--- src/rtl/scg_defs.svh ---
// Offsets, field positions, reset values and timing counts for the sleep clock controller.
`ifndef SCG_DEFS_SVH
`define SCG_DEFS_SVH
`define SCG_OFF_SLEEP_CTRL      12'h000
`define SCG_OFF_GATE_LOW        12'h004
`define SCG_OFF_GATE_HIGH       12'h008
`define SCG_OFF_STATUS          12'h00C
`define SCG_OFF_CONFIG          12'h010
`define SCG_OFF_WAKE_SRC        12'h014
`define SCG_SLEEP_CTRL_RESET    8'h00
`define SCG_GATE_LOW_RESET      8'h00
`define SCG_GATE_HIGH_RESET     8'h00
`define SCG_CONFIG_RESET        8'h00
`define SCG_GATE_LOW_MASK       8'hED
`define SCG_GATE_HIGH_MASK      8'h89
`define SCG_BIT_SLEEP_ENABLE    0
`define SCG_BIT_MODE_LSB        1
`define SCG_BIT_TWO_WIRE        7
`define SCG_BIT_TIMER2          6
`define SCG_BIT_TIMER0          5
`define SCG_BIT_TIMER1          3
`define SCG_BIT_SPI             2
`define SCG_BIT_CONVERTER       0
`define SCG_BIT_USB             7
`define SCG_BIT_TIMER3          3
`define SCG_BIT_SERIAL1         0
`define SCG_BIT_XTAL            0
`define SCG_BIT_T2_ASYNC        1
`define SCG_BIT_CONV_EN         2
`define SCG_BIT_CMP_EN          3
`define SCG_BIT_CMP_VREF        4
`define SCG_BIT_CMP_MUX         5
`define SCG_STANDBY_WAKE_CYCLES 3'd6
`define SCG_RESUME_CYCLES       3'd4
`endif

--- src/rtl/scg_pkg.sv ---
// Types shared by the sleep clock controller files.
package scg_pkg;
   typedef enum logic [2:0] {
      SCG_MODE_IDLE     = 3'b000,
      SCG_MODE_NOISE    = 3'b001,
      SCG_MODE_PWR_DOWN = 3'b010,
      SCG_MODE_PWR_SAVE = 3'b011,
      SCG_MODE_RES4     = 3'b100,
      SCG_MODE_RES5     = 3'b101,
      SCG_MODE_STANDBY  = 3'b110,
      SCG_MODE_EXT_STBY = 3'b111
   } scg_mode_type;
   typedef enum logic [3:0] {
      SCG_ST_ACTIVE = 4'b0001,
      SCG_ST_SLEEP  = 4'b0010,
      SCG_ST_WAKE   = 4'b0100,
      SCG_ST_RESUME = 4'b1000
   } scg_state_type;
   typedef struct packed {
      logic core;
      logic flash;
      logic io;
      logic converter;
      logic async_timer;
      logic main_osc;
      logic timer_osc;
   } scg_clocks_type;
   typedef struct packed {
      logic [3:0] pin_low;
      logic [3:0] upper_level;
      logic [3:0] upper_edge;
      logic       pin_change;
      logic       two_wire_match;
      logic       timer2;
      logic       mem_ready;
      logic       converter;
      logic       watchdog;
      logic       other_io;
      logic       usb_sync;
      logic       vbus_transition_irq;
      logic       usb_wakeup_irq;
      logic       id_transition_irq;
      logic       host_wakeup_irq;
   } scg_wake_type;
endpackage

--- src/rtl/scg_sync.sv ---
// Two-stage synchroniser for a bundle of asynchronous levels.
`timescale 1ns/1ps
`default_nettype none
module scg_sync #(
   parameter int WIDTH = 1
) (
   input  wire logic             clock_i,
   input  wire logic             reset_i,
   input  wire logic [WIDTH-1:0] data_i,
   output logic      [WIDTH-1:0] data_o
);
   logic [WIDTH-1:0] stage1;
   // The first stage feeds only the second stage to contain metastability.
   always_ff @(posedge clock_i) begin
      if (reset_i) begin
         stage1 <= '0;
         data_o <= '0;
      end else begin
         stage1 <= data_i;
         data_o <= stage1;
      end
   end
endmodule
`default_nettype wire

--- src/rtl/scg_top.sv ---
// Sleep mode sequencer, clock domain enables and peripheral clock gating with an APB slave.
`timescale 1ns/1ps
`default_nettype none
`include "scg_defs.svh"
module scg_top
   import scg_pkg::*;
(
   input  wire logic                 clock_i,
   input  wire logic                 reset_i,
   input  wire logic                 psel_i,
   input  wire logic                 penable_i,
   input  wire logic                 pwrite_i,
   input  wire logic [11:0]          paddr_i,
   input  wire logic [31:0]          pwdata_i,
   output logic      [31:0]          prdata_o,
   output logic                      pready_o,
   output logic                      pslverr_o,
   input  wire logic                 sleep_instr_i,
   input  wire logic                 timer2_enabled_i,
   input  wire logic                 comparator_mux_req_i,
   input  wire scg_wake_type         wake_i,
   output scg_clocks_type            clocks_o,
   output logic      [7:0]           periph_clock_en_o,
   output logic      [7:0]           periph_access_en_o,
   output logic                      sleeping_o,
   output logic                      core_resume_o,
   output logic                      comparator_mux_en_o,
   output logic                      comparator_en_o,
   output logic                      vref_en_o,
   output logic                      converter_en_o,
   output logic                      converter_extended_o
);
   logic [7:0]     sleep_ctrl;
   logic [7:0]     peripheral_clock_gate_low;
   logic [7:0]     peripheral_clock_gate_high;
   logic [7:0]     config_reg;
   scg_mode_type   sleep_mode_select;
   scg_mode_type   active_mode;
   scg_state_type  state;
   scg_state_type  next_state;
   logic [2:0]     count;
   logic [23:0]    wake_sync;
   scg_wake_type   wake_s;
   logic           wake_hit;
   logic           sleep_enable;
   logic           xtal;
   logic           t2_async;
   logic           apb_access;
   logic           addr_ok;
   logic           entry_ok;
   logic           in_idle_or_active;
   logic           converter_prev;
   logic [23:0]    wake_vec;

   assign sleep_enable      = sleep_ctrl[`SCG_BIT_SLEEP_ENABLE];
   assign sleep_mode_select = scg_mode_type'(sleep_ctrl[`SCG_BIT_MODE_LSB +: 3]);
   assign xtal              = config_reg[`SCG_BIT_XTAL];
   assign t2_async          = config_reg[`SCG_BIT_T2_ASYNC];

   // Wake sources come from other clock domains or pins, so each is synchronised.
   assign wake_vec = wake_i;
   scg_sync #(
      .WIDTH (24)
   ) u_wake_sync (
      .clock_i (clock_i),
      .reset_i (reset_i),
      .data_i  (wake_vec),
      .data_o  (wake_sync)
   );
   assign wake_s = scg_wake_type'(wake_sync);

   // A reserved or unsupported mode is refused so the core simply keeps running.
   always_comb begin
      entry_ok = sleep_enable;
      case (sleep_mode_select)
         SCG_MODE_IDLE, SCG_MODE_NOISE, SCG_MODE_PWR_DOWN, SCG_MODE_PWR_SAVE: begin
         end
         SCG_MODE_STANDBY, SCG_MODE_EXT_STBY: begin
            entry_ok = sleep_enable & xtal;
         end
         default: begin
            entry_ok = 1'b0;
         end
      endcase
   end

   // Wake qualification per mode; the async usb group wakes from every mode.
   always_comb begin
      logic deep_pins;
      logic usb_async;
      deep_pins = (|wake_s.pin_low) | (|wake_s.upper_level) | wake_s.pin_change;
      usb_async = wake_s.vbus_transition_irq | wake_s.usb_wakeup_irq
                | wake_s.id_transition_irq | wake_s.host_wakeup_irq;
      case (active_mode)
         SCG_MODE_IDLE: begin
            wake_hit = deep_pins | (|wake_s.upper_edge) | wake_s.two_wire_match
                     | wake_s.timer2 | wake_s.mem_ready | wake_s.converter
                     | wake_s.watchdog | wake_s.other_io | wake_s.usb_sync
                     | usb_async;
         end
         SCG_MODE_NOISE: begin
            wake_hit = deep_pins | wake_s.two_wire_match | (wake_s.timer2 & t2_async)
                     | wake_s.mem_ready | wake_s.converter | wake_s.watchdog
                     | wake_s.usb_sync | usb_async;
         end
         SCG_MODE_PWR_SAVE, SCG_MODE_EXT_STBY: begin
            wake_hit = deep_pins | wake_s.two_wire_match | wake_s.watchdog | usb_async
                     | (wake_s.timer2 & timer2_enabled_i);
         end
         default: begin
            wake_hit = deep_pins | wake_s.two_wire_match | wake_s.watchdog
                     | usb_async;
         end
      endcase
   end

   // Sequencer next state.
   always_comb begin
      next_state = state;
      case (state)
         SCG_ST_ACTIVE: begin
            if (sleep_instr_i && entry_ok) begin
               next_state = SCG_ST_SLEEP;
            end
         end
         SCG_ST_SLEEP: begin
            if (wake_hit) begin
               next_state = SCG_ST_WAKE;
            end
         end
         SCG_ST_WAKE: begin
            if (count == 3'd1) begin
               next_state = SCG_ST_RESUME;
            end
         end
         SCG_ST_RESUME: begin
            next_state = SCG_ST_ACTIVE;
         end
         default: begin
            next_state = SCG_ST_ACTIVE;
         end
      endcase
   end

   // State register and the captured mode for the sleep period.
   always_ff @(posedge clock_i) begin
      if (reset_i) begin
         state       <= SCG_ST_ACTIVE;
         active_mode <= SCG_MODE_IDLE;
      end else begin
         state <= next_state;
         if (state == SCG_ST_ACTIVE && next_state == SCG_ST_SLEEP) begin
            active_mode <= sleep_mode_select;
         end
      end
   end

   // Wake delay: standby variants restart in six cycles since the oscillator ran.
   always_ff @(posedge clock_i) begin
      if (reset_i) begin
         count <= 3'd0;
      end else if (state == SCG_ST_SLEEP && wake_hit) begin
         if (active_mode == SCG_MODE_STANDBY || active_mode == SCG_MODE_EXT_STBY) begin
            count <= `SCG_STANDBY_WAKE_CYCLES;
         end else begin
            count <= `SCG_RESUME_CYCLES;
         end
      end else if (state == SCG_ST_WAKE && count != 3'd0) begin
         count <= count - 3'd1;
      end
   end

   // Clock domain enables per mode while asleep.
   always_comb begin
      clocks_o = '{core: 1'b1, flash: 1'b1, io: 1'b1, converter: 1'b1,
                   async_timer: 1'b1, main_osc: 1'b1, timer_osc: t2_async};
      if (state != SCG_ST_ACTIVE) begin
         case (active_mode)
            SCG_MODE_IDLE: begin
               clocks_o.core  = 1'b0;
               clocks_o.flash = 1'b0;
            end
            SCG_MODE_NOISE: begin
               clocks_o.core  = 1'b0;
               clocks_o.flash = 1'b0;
               clocks_o.io    = 1'b0;
            end
            SCG_MODE_PWR_SAVE, SCG_MODE_EXT_STBY: begin
               clocks_o = '{core: 1'b0, flash: 1'b0, io: 1'b0, converter: 1'b0,
                            async_timer: (active_mode == SCG_MODE_PWR_SAVE) | t2_async,
                            main_osc: (active_mode == SCG_MODE_EXT_STBY),
                            timer_osc: t2_async};
            end
            SCG_MODE_STANDBY: begin
               clocks_o = '{core: 1'b0, flash: 1'b0, io: 1'b0, converter: 1'b0,
                            async_timer: 1'b0, main_osc: 1'b1, timer_osc: 1'b0};
            end
            default: begin
               clocks_o = '0;
            end
         endcase
      end
   end

   // Gating bits steer module clocks only in active and idle; the others stop anyway.
   assign in_idle_or_active = (state == SCG_ST_ACTIVE) || (active_mode == SCG_MODE_IDLE);
   always_comb begin
      logic [7:0] gate;
      gate = {peripheral_clock_gate_low[`SCG_BIT_TWO_WIRE],
              peripheral_clock_gate_low[`SCG_BIT_TIMER2] & ~t2_async,
              peripheral_clock_gate_low[`SCG_BIT_TIMER0],
              peripheral_clock_gate_low[`SCG_BIT_TIMER1],
              peripheral_clock_gate_low[`SCG_BIT_SPI],
              peripheral_clock_gate_low[`SCG_BIT_CONVERTER],
              peripheral_clock_gate_high[`SCG_BIT_USB],
              peripheral_clock_gate_high[`SCG_BIT_TIMER3] | peripheral_clock_gate_high[`SCG_BIT_SERIAL1]};
      // Module state is held, not reset, so ungating resumes where it stopped.
      periph_access_en_o = ~gate;
      if (in_idle_or_active) begin
         periph_clock_en_o = ~gate;
      end else begin
         periph_clock_en_o = 8'h00;
      end
      // Timer2 may keep running asynchronously through power-save and extended standby.
      if (!in_idle_or_active && t2_async && timer2_enabled_i) begin
         periph_clock_en_o[6] = 1'b1;
      end
   end

   // Analog side: comparator and converter enables.
   always_comb begin
      logic cmp_on;
      cmp_on = config_reg[`SCG_BIT_CMP_EN];
      if (state != SCG_ST_ACTIVE && active_mode != SCG_MODE_IDLE
          && active_mode != SCG_MODE_NOISE && !config_reg[`SCG_BIT_CMP_VREF]) begin
         cmp_on = 1'b0;
      end
      comparator_en_o     = cmp_on;
      vref_en_o           = cmp_on & config_reg[`SCG_BIT_CMP_VREF];
      comparator_mux_en_o = comparator_mux_req_i
                          & ~peripheral_clock_gate_low[`SCG_BIT_CONVERTER];
      converter_en_o      = config_reg[`SCG_BIT_CONV_EN];
   end

   // An off-to-on converter transition flags the next conversion as extended.
   always_ff @(posedge clock_i) begin
      if (reset_i) begin
         converter_prev       <= 1'b0;
         converter_extended_o <= 1'b1;
      end else begin
         converter_prev <= converter_en_o;
         if (converter_en_o && !converter_prev) begin
            converter_extended_o <= 1'b1;
         end else if (wake_s.converter) begin
            converter_extended_o <= 1'b0;
         end
      end
   end

   assign sleeping_o    = (state == SCG_ST_SLEEP) || (state == SCG_ST_WAKE);
   assign core_resume_o = (state == SCG_ST_RESUME);

   // APB slave: zero-wait, every access completes in its access cycle.
   assign apb_access = psel_i & penable_i;
   assign pready_o   = 1'b1;
   always_comb begin
      case (paddr_i)
         `SCG_OFF_SLEEP_CTRL, `SCG_OFF_GATE_LOW, `SCG_OFF_GATE_HIGH,
         `SCG_OFF_STATUS, `SCG_OFF_CONFIG, `SCG_OFF_WAKE_SRC: addr_ok = 1'b1;
         default: addr_ok = 1'b0;
      endcase
   end
   assign pslverr_o = apb_access & ~addr_ok;

   // Register writes; reserved gate bits never store so they read zero.
   always_ff @(posedge clock_i) begin
      if (reset_i) begin
         sleep_ctrl                 <= `SCG_SLEEP_CTRL_RESET;
         peripheral_clock_gate_low  <= `SCG_GATE_LOW_RESET;
         peripheral_clock_gate_high <= `SCG_GATE_HIGH_RESET;
         config_reg                 <= `SCG_CONFIG_RESET;
      end else if (apb_access && pwrite_i) begin
         case (paddr_i)
            `SCG_OFF_SLEEP_CTRL: sleep_ctrl <= {4'h0, pwdata_i[3:0]};
            `SCG_OFF_GATE_LOW: begin
               peripheral_clock_gate_low <= pwdata_i[7:0] & `SCG_GATE_LOW_MASK;
            end
            `SCG_OFF_GATE_HIGH: begin
               peripheral_clock_gate_high <= pwdata_i[7:0] & `SCG_GATE_HIGH_MASK;
            end
            `SCG_OFF_CONFIG: config_reg <= {2'b00, pwdata_i[5:0]};
            default: begin
            end
         endcase
      end
   end

   // Read data is registered so it is stable during the access phase.
   always_ff @(posedge clock_i) begin
      if (reset_i) begin
         prdata_o <= 32'h0000_0000;
      end else if (psel_i && !penable_i && !pwrite_i) begin
         case (paddr_i)
            `SCG_OFF_SLEEP_CTRL: prdata_o <= {24'h00_0000, sleep_ctrl};
            `SCG_OFF_GATE_LOW:   prdata_o <= {24'h00_0000, peripheral_clock_gate_low};
            `SCG_OFF_GATE_HIGH:  prdata_o <= {24'h00_0000, peripheral_clock_gate_high};
            `SCG_OFF_STATUS:     prdata_o <= {20'h0_0000, 1'b0, active_mode, state, count, 1'b0};
            `SCG_OFF_CONFIG:     prdata_o <= {24'h00_0000, config_reg};
            `SCG_OFF_WAKE_SRC:   prdata_o <= {8'h00, wake_sync};
            default:             prdata_o <= 32'h0000_0000;
         endcase
      end
   end
endmodule
`default_nettype wire

--- config.mk ---
export PLATFORM = sky130hd
export DESIGN_NAME = scg_top
export DESIGN_NICKNAME = d
export VERILOG_FILES = /design/src/rtl/scg_pkg.sv /design/src/rtl/scg_sync.sv /design/src/rtl/scg_top.sv
export VERILOG_INCLUDE_DIRS = /design/src /design/src/rtl
export SDC_FILE = /design/constraint.sdc
export NUM_CORES = 1
export LEC_CHECK = 0
export BUFFER_PORTS_ARGS = -buffer_cell sky130_fd_sc_hd__buf_4
export CAP_MARGIN = 20
export CORE_MARGIN = 1
export CORE_UTILIZATION = 54
export CTS_CLUSTER_SIZE = 24
export DETAILED_ROUTE_END_ITERATION = 12
export GPL_TIMING_DRIVEN = 0
export PLACE_DENSITY = 0.92
export SETUP_SLACK_MARGIN = 0.3
export SYNTH_ARGS = -nofsm -noshare
export SYNTH_HDL_FRONTEND = slang
export SYNTH_SLANG_ARGS = --single-unit
--- constraint.sdc ---
create_clock -name clock_i -period 3.56 [get_ports clock_i]
set_clock_uncertainty 0.15 [all_clocks]
set_input_delay 0.534 -clock clock_i [delete_from_list [all_inputs] [get_ports clock_i]]
set_output_delay 0.534 -clock clock_i [all_outputs]
set_load 0.01 [all_outputs]
# --- After elaboration in Yosys (flattened, before gate mapping) ---
# Index checks and enable logic that the tools add are counted.
classes:
  muxes: 17
  n_mul: 0
  div: 0
  n_eq_ne: 22
  bitwise: 38
  addsub: 1
  n_reduce_logical: 40
  n_shift: 0
  n_lt_le_gt_ge: 0
ops:
  columns: ["cell", "n"]
  rows:
  - ["case mux 24 bit (6 select lines)", 1]
  - ["bitwise OR 1 bit", 26]
  - ["equality test 12 x 4 -> 1 bit, second input constant", 2]
  - ["equality test 12 x 5 -> 1 bit, second input constant", 2]
  - ["case mux 4 bit (3 select lines)", 2]
  - ["OR reduction 4 bit", 4]
  - ["logical AND 1 bit", 13]
  - ["equality test 12 x 3 -> 1 bit, second input constant", 1]
  - ["equality test 3 bit, second input constant", 4]
  - ["logical NOT 12 bit", 1]
  - ["two-way mux 4 bit", 3]
  - ["equality test 3 x 1 -> 1 bit, second input constant", 3]
  - ["equality test 3 x 2 -> 1 bit, second input constant", 3]
  - ["bitwise AND 1 bit", 8]
  - ["equality test 4 x 2 -> 1 bit, second input constant", 2]
  - ["two-way mux 8 bit", 1]
  - ["inverter 8 bit", 1]
  - ["AND reduction 2 bit", 4]
  - ["OR reduction 2 bit", 4]
  - ["two-way mux 7 bit", 1]
  - ["logical NOT 3 bit", 2]
  - ["two-way mux 3 bit", 2]
  - ["nonzero test 3 bit", 2]
  - ["OR reduction 6 bit", 1]
  - ["14 further kinds", 25]
word_totals:
  latch_bits: 0
  mem_bits_rw: 0
  romBits: 0
  n_memories: 0
  out_inout_bits: 64
  register_bits: 111
  word_cells: 130
  input_bits: 76

# --- Logic depth before layout (Yosys ltp) ---
depth:
  word_depth: 17
  depth_mapped: 7
  mapped_depth_nobuf: 7

# --- Modules after synthesis ---
# A second synthesis with hierarchy kept.
unflattened:
  hier_cells: 418
  area_unflattened_um2: 4083.9
modules_own_cells:
  columns: ["mod", "area_each_um2", "cells_per_inst", "n_inst", "seq_area_each_um2"]
  rows:
  - ["scg_top", 2778.9, 317, 1, 1101.1]
  - ["scg_sync", 1305.0, 101, 1, 960.9]

# --- Worst setup path before layout ---
# No wires, ideal clock.
synth_path:
  path_type: "input to register"
  startpoint: "in paddr_i[9]"
  endpoint: "reg prdata_o[1]"
  setup_slack_ns: 1.239
  path_stages: 7
  required_ns: 3.352
  setup_ns: 0.058
  arrival_time_ns: 2.113
  n_path_buf: 2
  path_cell_list: "or4_4 buf_6 or4_4 nand2b_4 buf_6 a21oi_2 a21o_1"
synth_between:
  elab_chain_cells: 2
  elab_cells_between_ends: 7
  cone_classes: "5 x eq/ne; 1 x mux; 1 x reduce/logical"
synth_lines:
  columns: ["item", "line_no", "rtl"]
  rows:
  - ["from (decl)", "scg_top.sv:13", "input wire logic [11:0] paddr_i,"]
  - ["equality test 12 x 5 -> 1 bit (tied with other cells)", "scg_top.sv:303", "case (paddr_i)"]
  - ["case mux 24 bit (6 select lines) *", "scg_top.sv:303", null]
  - ["to (signal assigned)", "scg_top.sv:304", "`SCG_OFF_SLEEP_CTRL: prdata_o <= {24'h00_0000, sleep_ctrl};"]
  - ["to (signal assigned)", "scg_top.sv:305", "`SCG_OFF_GATE_LOW: prdata_o <= {24'h00_0000, peripheral_clock_gate_low};"]
  - ["to (signal assigned)", "scg_top.sv:306", "`SCG_OFF_GATE_HIGH: prdata_o <= {24'h00_0000, peripheral_clock_gate_high};"]
  - ["to (decl)", "scg_top.sv:15", "output logic [31:0] prdata_o,"]
# Mark *: on every way between the ends. The rest lies on a longest branch, timed or not.
# A chain may end at the register's enable or synchronous reset.

# --- Worst setup path in the final report ---
layout_path:
  startpoint: "reg state[1]"
  endpoint: "out periph_clock_en_o[6]"
layout_between:
  elab_chain_cells: 6
  elab_cells_between_ends: 7
  cone_classes: "1 x eq/ne; 2 x mux; 4 x reduce/logical"
layout_lines:
  columns: ["item", "line_no", "rtl"]
  rows:
  - ["from (decl)", "scg_top.sv:39", "scg_state_type state;"]
  - ["from (signal assigned)", "scg_top.sv:151", "state <= next_state;"]
  - ["equality test 4 x 1 -> 1 bit *", "scg_top.sv:206", "assign in_idle_or_active = (state == SCG_ST_ACTIVE) || (active_mode == SCG_MODE_IDLE);"]
  - ["logical OR 1 bit *", "scg_top.sv:206", null]
  - ["logical NOT 1 bit", "scg_top.sv:225", "if (!in_idle_or_active && t2_async && timer2_enabled_i) begin"]
  - ["logical AND 1 bit (2 in series)", "scg_top.sv:225", null]
  - ["two-way mux 1 bit *", "scg_top.sv:225", null]
  - ["to (decl)", "scg_top.sv:23", "output logic [7:0] periph_clock_en_o,"]
# Marked as above.

==> impl_metrics.ini <==
[layout]
final_cell_mix = buf_4 (115), dfxtp_1 (103), nor2b_1 (50)
area_growth_pct = 27.49
fin_util_pct = 72.03
layout_commonest_cell = buf_4
fillerInstances = 562
top_regs = prdata_o: 24 flops, u_wake_sync.data_o: 24 flops, u_wake_sync.stage1: 24 flops
instances_no_fill = 674
fin_nets = 649
antenna_cells = 0
multiInputGateArea_mm2 = 0.001846
layout.area.seq_mm2 = 0.002062
design_area_mm2 = 0.005280
drive_gt1_share_pct = 26.78

[sta]
worst_slack_ps = 746.5
hold_violations = 0
tightest_slew_ps = 564.6
post-route-period-util_pct = 79.03
setup_viol_count_final = 0
slew_violations = 0
setup_tns_ps = 0
max-slew-margin-rel_pct = 62.22
max_freq_mhz = 355.4
rsz0062_at_grt = no
hold_ws_ps = 217.1
period_needed_ps = 2814

[yosys]
synthDistinctLibCells = 57
yosysWarningCount = 0
synthFlopType = dfxtp_1
synth-seq-area-share_pct = 49.79
yosys.area.top_type_share_pct = 49.79
syn_inst = 447
synthArstFlopShare_pct = 0
synth_edf_count = 0
ys_ff_latch = 103
synth_area_mm2 = 0.004141
synth.area.top_cells = dfxtp_1 (50%), nor2b_1 (7.6%), mux2i_1 (5.8%)
syn_avg_cell_area_um2 = 9.265
synth_top_area_cell = dfxtp_1

[cts]
tritoncts = yes
ctsHoldBuffers = 0
root_buffer = clkbuf_8
cts_max_path_buffers = 2
post_cts_buffers = 0
cts_buffers = 9
clock-sinks = 103
ctsHtreeMaxLevel = 3
cts.repair.resized = 0
cts.clk_slew.worst_paths_ps = 110
clk-insertion-delay-late_ps = 370

[critical_path]
cp.required_ps = 2880
crit_type = reg2out
worstRegToRegCells = 4
endpoint_kind = output port
critPathLaunchType = flop
arrival_ps = 2130
path_max_fanout = 8

[routing]
drc = 0
routed_via_density = 5.350
wl_per_cell_um = 14.84
vias = 3606
first_pass_iters = 6
drtAntennaViolNets = 0
drtIter0Drc = 424
drt_wl_total_um = 10000

[place]
pre_cts_ws_ps = 977.7
port_buffers = 105
dpl-instance-area_mm2 = 0.005080
place_congestion = 0.9297
hpwlAfterDp_um = 7563
dp.cells = 658

[floorplanning]
dieHeight_um = 89.58
die_area_mm2 = 0.008024
io_pins = 140
core_mm2 = 0.007331
initial_core_util_pct = 56.49
fp.dieW_um = 89.58
rows = 31

[run]
cap_viol_max_count = 0

[pwr]
power.total_mw = 2.063
p_leak_nw = 2.270
pwr_density_cell_mw_per_mm2 = 390.8
vdd_drop_max_mv = 0.3170

[grt]
grt_pass1_wl_um = 15330
grt_use_met1_pct = 31.67
use_met3_pct = 5.393
grt_max_degree = 22
grt_usage_pct = 25.72
use_met2_pct = 44.01
grt_overflow = 0
antenna_found_initial = 0
busiest_layer = met2
grt_pass1_vias = 3241

[hold_path]
min_path_cells = 2
hp-class = in2reg

[outcome]
status = complete, no violations
-- metal layers --
metal	up-vias	wire (um)	part of all wire, %
met1	1660	4027	40
met4	0	250	2.5
li1	1739	-	-
met5	-	0	0
met3	25	778	7.8
met2	182	4945	49
-- logic make-up (layout without fill, tap and decap cells) --
family | count (synthesis) | in the layout | share of synthesized area [%]
compound gates | 69 | 69 | 10.85
xor+xnor | 1 | 1 | 0.2115
buf+inv | 52 | 173 | 6.284
simple gates | 191 | 191 | 24.89
flops | 103 | 103 | 49.79
other cells | 2 | 9 | 0.1813
mux | 26 | 26 | 6.888
fa+ha+maj | 3 | 3 | 0.9064
-- power breakdown --
| part | total (mW) | switching, mW | internal [mW] |
|---|---|---|---|
| logic | 0.143 | 0.0684 | 0.0743 |
| registers | 1.19 | 0.0118 | 1.18 |
| clock network | 0.731 | 0.445 | 0.286 |
| total | 2.06 | 0.525 | 1.54 |
-- area by class of cell --
| type | count | area share [%] |
|---|---|---|
| Buffer | 35 | 3.720 |
| Multi-Input combinational cell | 299 | 34.95 |
| Timing Repair Buffer | 105 | 14.93 |
| Inverter | 17 | 1.209 |
| Clock inverter | 7 | 1.445 |
| Sequential cell | 103 | 39.05 |
| Tap cell | 99 | 2.346 |
| Clock buffer | 9 | 2.346 |
-- worst max-delay path, cell delays in order (launching register included) --
cell	delay, ps
dfxtp_1	450
nor2_1	90
nand3_1	120
inv_1	140
nor2_1	450
inv_1	140
a22o_1	220
buf_4	140
-- cells in the mapped netlist (all sizes together) (2+ instances only) --
| master | n |
|---|---|
| a22oi | 2 |
| nor3 | 6 |
| nor2b | 50 |
| nand2b | 5 |
| ha | 3 |
| nor4b | 3 |
| and3 | 3 |
| a21oi | 26 |
| conb | 2 |
| inv | 17 |
| clkbuf | 17 |
| o211ai | 3 |
| o21ai | 16 |
| a32oi | 8 |
| nor2 | 44 |
| nand3b | 4 |
| nand3 | 6 |
| nor4 | 8 |
| dfxtp | 103 |
| or4b | 3 |
| and2 | 3 |
| mux2i | 24 |
| a21boi | 2 |
| buf | 18 |
| nand2 | 46 |
| or4 | 3 |
| a21o | 3 |
| mux4 | 2 |
-- final timing paths --
kind,startpoint,endpoint,slack (ps)
worst min-delay path,wake_i[15],u_wake_sync.stage1[15],220
worst max register to register,state[0],count[1],1520
worst max-delay path,state[1],periph_clock_en_o[6],750
worst min register to register,u_wake_sync.stage1[20],u_wake_sync.data_o[20],300
No activity file was read; power rests on OpenSTA's default activity.
